===== src/i2ccd_pkg.sv =====
// package: register map, field positions and types for the collision block
`default_nettype none
package i2ccd_pkg;
  localparam int ADDR_W = 3;
  localparam logic [2:0] OFF_BUF = 3'h0;
  localparam logic [2:0] OFF_ADD = 3'h1;
  localparam logic [2:0] OFF_CON1 = 3'h2;
  localparam logic [2:0] OFF_CON2 = 3'h3;
  localparam logic [2:0] OFF_STAT = 3'h4;
  localparam logic [2:0] OFF_FLAGS = 3'h5;
  localparam int BIT_START_EN = 0;
  localparam int BIT_RESTART_EN = 1;
  localparam int BIT_STOP_EN = 2;
  localparam int BIT_ACK_EN = 4;
  localparam int BIT_P = 4;
  localparam int BIT_S = 3;
  localparam int BIT_PORTIF = 0;
  localparam int BIT_COLIF = 1;
  localparam int BIT_EN = 5;
  localparam logic [7:0] CON2_IMPL = 8'h16;
  localparam logic [7:0] CON1_IMPL = 8'h3F;
  localparam logic [7:0] STAT_IMPL = 8'h18;
  localparam logic [7:0] FLAGS_IMPL = 8'h03;
  localparam logic [7:0] RST_BYTE = 8'h00;
  localparam logic [6:0] CNT_ZERO = 7'h00;
  typedef struct packed {
    logic [ADDR_W-1:0] addr;
    logic [7:0] wdata;
    logic wr;
    logic rd;
  } i2ccd_bus_t;
  typedef struct packed {
    logic scl_in;
    logic sda_in;
  } i2ccd_lines_t;
endpackage
`default_nettype wire


===== src/i2ccd_top.sv =====
// master repeated start / stop sequencer with bus collision detection
`default_nettype none
module i2ccd_top
  import i2ccd_pkg::*;
(
  // clock and reset
  input wire logic MCLK,
  input wire logic RESETN,
  // register port
  input wire i2ccd_pkg::i2ccd_bus_t BUS,
  output logic [7:0] RDATA,
  // open drain lines, oe low means pull low
  input wire i2ccd_pkg::i2ccd_lines_t LINES,
  output logic SCL_O,
  output logic SCL_OE_N,
  output logic SDA_O,
  output logic SDA_OE_N
);
  import i2ccd_pkg::*;

  typedef enum logic [8:0] {
    ST_IDLE = 9'h001,
    ST_RS_REL = 9'h002,
    ST_RS_CNT1 = 9'h004,
    ST_RS_SCLW = 9'h008,
    ST_RS_CNT2 = 9'h010,
    ST_RS_CNT3 = 9'h020,
    ST_P_SDAW = 9'h040,
    ST_P_SCLW = 9'h080,
    ST_P_CNT = 9'h100
  } i2ccd_state_t;

  i2ccd_state_t state_reg, state_next;
  logic scl_s, sda_s, scl_d_reg;
  logic [6:0] cnt_reg, cnt_next;
  logic drv_sda_reg, drv_sda_next, drv_scl_reg, drv_scl_next;
  logic [7:0] buf_reg, add_reg, con1_reg, con2_reg, stat_reg, flags_reg;
  logic coll, seq_done, stop_done;

  i2ccd_sync u_scl
  (
    .clk(MCLK),
    .rst_n(RESETN),
    .d(LINES.scl_in),
    .q(scl_s)
  );
  i2ccd_sync u_sda
  (
    .clk(MCLK),
    .rst_n(RESETN),
    .d(LINES.sda_in),
    .q(sda_s)
  );

  // register decode
  wire wr_buf = BUS.wr && BUS.addr == OFF_BUF;
  wire wr_add = BUS.wr && BUS.addr == OFF_ADD;
  wire wr_con1 = BUS.wr && BUS.addr == OFF_CON1;
  wire wr_con2 = BUS.wr && BUS.addr == OFF_CON2;
  wire wr_flags = BUS.wr && BUS.addr == OFF_FLAGS;
  wire port_en = con1_reg[BIT_EN];
  // counter reload is the low seven bits in master operation
  wire [6:0] reload = add_reg[6:0];
  wire cnt_zero = cnt_reg == CNT_ZERO;
  wire scl_rise = scl_s && !scl_d_reg;
  wire scl_fall = !scl_s && scl_d_reg;
  wire start_rs = port_en && con2_reg[BIT_RESTART_EN]
    && state_reg == ST_IDLE;
  wire start_p = port_en && con2_reg[BIT_STOP_EN]
    && !con2_reg[BIT_RESTART_EN] && state_reg == ST_IDLE;
  wire [7:0] rd_mux =
    (BUS.addr == OFF_BUF) ? buf_reg :
    (BUS.addr == OFF_ADD) ? add_reg :
    (BUS.addr == OFF_CON1) ? (con1_reg & CON1_IMPL) :
    (BUS.addr == OFF_CON2) ? (con2_reg & CON2_IMPL) :
    (BUS.addr == OFF_STAT) ? (stat_reg & STAT_IMPL) :
    (BUS.addr == OFF_FLAGS) ? (flags_reg & FLAGS_IMPL) : RST_BYTE;

  always_comb
  begin
    state_next = state_reg;
    cnt_next = cnt_zero ? CNT_ZERO : cnt_reg - 7'h01;
    drv_sda_next = drv_sda_reg;
    drv_scl_next = drv_scl_reg;
    coll = 1'b0;
    seq_done = 1'b0;
    stop_done = 1'b0;
    unique case (state_reg)
      ST_IDLE:
      begin
        // line drive holds: a finished repeated start keeps clock low
        if (start_rs)
        begin
          // release data and hold clock low until it floats
          drv_sda_next = 1'b0;
          drv_scl_next = 1'b1;
          state_next = ST_RS_REL;
        end
        else if (start_p)
        begin
          drv_sda_next = 1'b1;
          drv_scl_next = 1'b1;
          state_next = ST_P_SDAW;
        end
      end
      ST_RS_REL:
        if (sda_s)
        begin
          cnt_next = reload;
          state_next = ST_RS_CNT1;
        end
      ST_RS_CNT1:
        if (cnt_zero)
        begin
          drv_scl_next = 1'b0;
          state_next = ST_RS_SCLW;
        end
      ST_RS_SCLW:
        if (scl_s)
        begin
          if (!sda_s)
            coll = 1'b1;
          else
          begin
            cnt_next = reload;
            state_next = ST_RS_CNT2;
          end
        end
      ST_RS_CNT2:
        if (scl_fall)
          coll = 1'b1;
        else if (cnt_zero && scl_s && sda_s)
        begin
          drv_sda_next = 1'b1;
          cnt_next = reload;
          state_next = ST_RS_CNT3;
        end
        else if (cnt_zero)
        begin
          // data fell early from another start: drive low too
          drv_sda_next = 1'b1;
          cnt_next = reload;
          state_next = ST_RS_CNT3;
        end
      ST_RS_CNT3:
        if (cnt_zero)
        begin
          drv_scl_next = 1'b1;
          seq_done = 1'b1;
          state_next = ST_IDLE;
        end
      ST_P_SDAW:
        if (!sda_s)
        begin
          drv_scl_next = 1'b0;
          state_next = ST_P_SCLW;
        end
      ST_P_SCLW:
        if (scl_s)
        begin
          cnt_next = reload;
          state_next = ST_P_CNT;
        end
      ST_P_CNT:
        if (!scl_s)
          coll = 1'b1;
        else if (cnt_zero && drv_sda_reg)
        begin
          drv_sda_next = 1'b0;
          cnt_next = reload;
        end
        else if (cnt_zero)
        begin
          if (!sda_s)
            coll = 1'b1;
          else
          begin
            stop_done = 1'b1;
            state_next = ST_IDLE;
          end
        end
      default:
        state_next = ST_IDLE;
    endcase
    if (coll)
    begin
      drv_sda_next = 1'b0;
      drv_scl_next = 1'b0;
      state_next = ST_IDLE;
    end
  end

  always_ff @(posedge MCLK)
  begin
    if (!RESETN)
    begin
      state_reg <= ST_IDLE;
      cnt_reg <= CNT_ZERO;
      drv_sda_reg <= 1'b0;
      drv_scl_reg <= 1'b0;
      scl_d_reg <= 1'b1;
    end
    else
    begin
      state_reg <= state_next;
      cnt_reg <= cnt_next;
      drv_sda_reg <= drv_sda_next;
      drv_scl_reg <= drv_scl_next;
      scl_d_reg <= scl_s;
    end
  end

  // sequence enables: hardware clear on completion or collision
  logic [7:0] con2_next, flags_next, stat_next;
  always_comb
  begin
    con2_next = wr_con2 ? BUS.wdata : con2_reg;
    if (seq_done)
      con2_next[BIT_RESTART_EN] = 1'b0;
    if (stop_done)
      con2_next[BIT_STOP_EN] = 1'b0;
    if (coll)
    begin
      con2_next[BIT_START_EN] = 1'b0;
      con2_next[BIT_RESTART_EN] = 1'b0;
      con2_next[BIT_STOP_EN] = 1'b0;
      con2_next[BIT_ACK_EN] = 1'b0;
    end
    // software writes one to clear, hardware set wins
    flags_next = wr_flags ? (flags_reg & ~BUS.wdata) : flags_reg;
    if (coll)
      flags_next[BIT_COLIF] = 1'b1;
    if (seq_done || stop_done)
      flags_next[BIT_PORTIF] = 1'b1;
    stat_next = stat_reg;
    if (stop_done)
    begin
      stat_next[BIT_P] = 1'b1;
      stat_next[BIT_S] = 1'b0;
    end
    if (seq_done)
    begin
      stat_next[BIT_S] = 1'b1;
      stat_next[BIT_P] = 1'b0;
    end
    if (!port_en)
      stat_next = RST_BYTE;
  end

  always_ff @(posedge MCLK)
  begin
    if (!RESETN)
    begin
      buf_reg <= RST_BYTE;
      add_reg <= RST_BYTE;
      con1_reg <= RST_BYTE;
      con2_reg <= RST_BYTE;
      stat_reg <= RST_BYTE;
      flags_reg <= RST_BYTE;
      RDATA <= RST_BYTE;
    end
    else
    begin
      if (wr_buf)
        buf_reg <= BUS.wdata;
      if (wr_add)
        add_reg <= BUS.wdata;
      if (wr_con1)
        con1_reg <= BUS.wdata;
      con2_reg <= con2_next;
      stat_reg <= stat_next;
      flags_reg <= flags_next;
      RDATA <= BUS.rd ? rd_mux : RST_BYTE;
    end
  end

  assign SCL_O = 1'b0;
  assign SDA_O = 1'b0;
  assign SCL_OE_N = !drv_scl_reg;
  assign SDA_OE_N = !drv_sda_reg;
endmodule
`default_nettype wire


===== src/i2ccd_sync.sv =====
// two-flop synchroniser for one level
`default_nettype none
module i2ccd_sync
(
  input wire logic clk,
  input wire logic rst_n,
  input wire logic d,
  output logic q
);
  logic meta_reg;
  always_ff @(posedge clk)
  begin
    if (!rst_n)
    begin
      meta_reg <= 1'b1;
      q <= 1'b1;
    end
    else
    begin
      meta_reg <= d;
      q <= meta_reg;
    end
  end
endmodule
`default_nettype wire


===== config.mk =====
export PLATFORM = sky130hd
export DESIGN_NAME = i2ccd_top
export DESIGN_NICKNAME = d
export VERILOG_FILES = /design/src/i2ccd_pkg.sv /design/src/i2ccd_top.sv /design/src/i2ccd_sync.sv
export SDC_FILE = /design/constraint.sdc
export NUM_CORES = 1
export LEC_CHECK = 0
export BUFFER_PORTS_ARGS = -buffer_cell sky130_fd_sc_hd__buf_4
export CAP_MARGIN = 10
export CELL_PAD_IN_SITES_DETAIL_PLACEMENT = 0
export CELL_PAD_IN_SITES_GLOBAL_PLACEMENT = 1
export CORE_MARGIN = 5
export CORE_UTILIZATION = 35
export DETAILED_ROUTE_END_ITERATION = 7
export PLACE_DENSITY_LB_ADDON = 0.15
export RECOVER_POWER = 50
export SLEW_MARGIN = 20
export SYNTH_ARGS = -nofsm -noshare
export SYNTH_HDL_FRONTEND = slang
export SYNTH_SLANG_ARGS = --single-unit

===== constraint.sdc =====
create_clock -name MCLK -period 5.1 [get_ports MCLK]
set_clock_uncertainty 0.15 [all_clocks]
set_input_delay 1.53 -clock MCLK [delete_from_list [all_inputs] [get_ports MCLK]]
set_output_delay 1.53 -clock MCLK [all_outputs]
set_load 0.05 [all_outputs]

==> flow_metrics.tcl <==
set metrics [dict create \
    drcViolationCount 0 \
    layout_common_cells "dfxtp_1, nand2_1, nor2_1" \
    grt_first_pass_wirelength_mm 13.18 \
    io_buffers 26 \
    largest_register_ff_count 9 \
    post-route-worst-setup-slack_ps 1339 \
    nNetsFinal 392 \
    worstMarginPinSlew_ps 1502 \
    ys_ff_latch 60 \
    drv_slew 36 \
    grt_start_max_net_pins 37 \
    critPathMaxFanout 36 \
    crit_type "in -> reg" \
    antenna_found_initial 0 \
    avgSynthCellArea_um2 8.521 \
    peakVddDrop_v 0.0001895 \
    routedWlPerCell_um 16.31 \
    synth_flop_cell "dfxtp_1" \
    yosys_warnings 0 \
    max_freq_mhz 265.9 \
    die_area_um2 10550 \
    crit_path_max_incr_delay_ps 1060 \
    synth_area_um2 3008 \
    seq_area_frac_synth_pct 39.93 \
    rsz0062_at_grt "false" \
    routed_wl_mm 7.876 \
    slew_headroom_pct -0.1293 \
    antenna_cells 0 \
    final_util_pct 41.38 \
    ctsResizeCount 0 \
    finalCriticalPeriod_ps 3761 \
    gr-usage-all-layers_pct 16.20 \
    postCtsSetupBuffers 0 \
    slowest_stage "clkbuf_1" \
    cellPowerDensity_nw_per_um2 376.4 \
    ant_nets 0 \
    core_area_um2 8299 \
    violations "max-capacitance violations, max-slew violations" \
    fp.dieH_um 102.7 \
    crit_chain "clkbuf_1 > o2111ai_2 > a211o_1" \
    htree_levels 3 \
    synthCells 353 \
    place_inst 467 \
    numCtsBuffers 9 \
    grt_pass1_vias 2521 \
    via_per_inst 5.273 \
    required_ps 5190 \
    area_delta_synth_final_pct 14.18 \
    clk_latency_ps 350 \
    synth_edf_count 0 \
    total_power_mw 1.293 \
    crit_buf_inv 1 \
    place_worst_setup_slack_ps 1618 \
    setup_tns_ps 0 \
    final_cells 483 \
    final_common_cell "dfxtp_1" \
    crit_path_end_kind "register" \
    clock_sinks 60 \
    dr.pass1.iters 4 \
    via_count 2547 \
    hp-class "reg -> reg" \
    globalRouteOverflowTotal 0 \
    worstPathArrival_ps 3850 \
    core.rowCount 33 \
    cts_hold_buf 0 \
    start_util_pct 36.24 \
    drtIter0Drc 174 \
    p_leak_nw 1.208 \
    clk_pin_slew_ps 80 \
    finalSetupViolCount 0 \
    gp_congestion 0.8472 \
    hold_violations 0 \
    cts_tree "built" \
    ys_types 58 \
    synthTopCellsByArea "dfxtp_1, mux2i_1, nor2b_1, nand2_1, a21oi_1" \
    synthArstFlopShare_pct 0 \
    place.detailed.hpwl_mm 5.814 \
    cp_top_family "compound AO/OA/AOI/OAI gates" \
    synth_top_area_share_pct 39.93 \
    drive_above_1_share_pct 13.23 \
    clockBufferDepth 2 \
    io_pins 29 \
    status "finished with violations" \
    cap_violations 1 \
    fin_crit_sh_pct 73.75 \
    root_buffer "clkbuf_8" \
    yosys.area.top_type "dfxtp_1" \
    start_kind "primary input" \
    die_w_um 102.7 \
]
[layout make-up]
class	instances	area [um2]
Clock buffer	9	123.9
Clock inverter	7	76.32
Fill cell	869	4865
Inverter	11	41.29
Multi-Input combinational cell	265	1695
Sequential cell	60	1201
Tap cell	105	131.4
Timing Repair Buffer	26	165.2
[worst register-to-register path, cell delays in order, from the launching register on]
cell and delay [ps]:
dfxtp_1 370, or4_1 630, or3_4 450, o2111ai_2 650
nor3_1 130
[cell families after synthesis]
group           share of synthesized area, %
compound gates                         16.18
other cells                           0.1247
mux                                    8.028
buf+inv                                4.326
xor+xnor                               1.747
simple gates                           28.83
fa+ha+maj                             0.8318
flops                                  39.93
[stage by stage]
| step | hold WS, ps | instance area, um2 |
|---|---|---|
| 3_3_place_gp | 241.0 | 3256 |
| 2_1_floorplan | 236.3 | 3012 |
| 5_1_grt | 305.1 | 3435 |
| 6_report | 263.5 | 3435 |
| 4_1_cts | 266.3 | 3456 |
| 3_5_place_dp | 245.3 | 3256 |
[routing by layer]
metal | routed length [um] | part of all wire, % | GRT usage [%] | up-vias
met4 | 117 | 1.5 | 5.853 | 0
met5 | 0 | 0 | 0 | -
li1 | - | - | - | 1293
met1 | 4003 | 51 | 23.78 | 1192
met3 | 381 | 4.8 | 4.127 | 9
met2 | 3373 | 43 | 22.74 | 53
[power by group]
| group | switching (mW) | total, mW | internal (mW) |
|---|---|---|---|
| sequential | 0.0349 | 0.539 | 0.504 |
| clock | 0.210 | 0.438 | 0.228 |
| combinational | 0.183 | 0.316 | 0.133 |
| total | 0.428 | 1.29 | 0.865 |
[synth_stat cells (8+ instances only)]
library cell / n
nor2_1: 26
nor2b_1: 20
a21boi_0: 10
clkbuf_1: 10
dfxtp_1: 60
nand3_1: 8
inv_1: 10
nor3_1: 20
o21ai_0: 15
nand2b_1: 11
a21oi_1: 21
nand2_1: 33
mux2i_1: 23
[final timing paths]
| kind | start | end | slack [ps] | cells past startpoint |
|---|---|---|---|---|
| setup reg to reg | state_reg[1]$_SDFFE_PP0P_ | con2_reg[1]$_SDFFE_PP0P_ | 2570 | 4 |
| setup / recovery | RESETN | state_reg[0]$_SDFFE_PP1P_ | 1340 | 3 |
| hold / removal | u_sda.meta_reg$_SDFF_PN1_ | u_sda.q$_SDFF_PN1_ | 260 | 1 |
| hold reg to reg | u_sda.meta_reg$_SDFF_PN1_ | u_sda.q$_SDFF_PN1_ | 260 | 1 |
No activity file was read; power rests on OpenSTA's default activity.
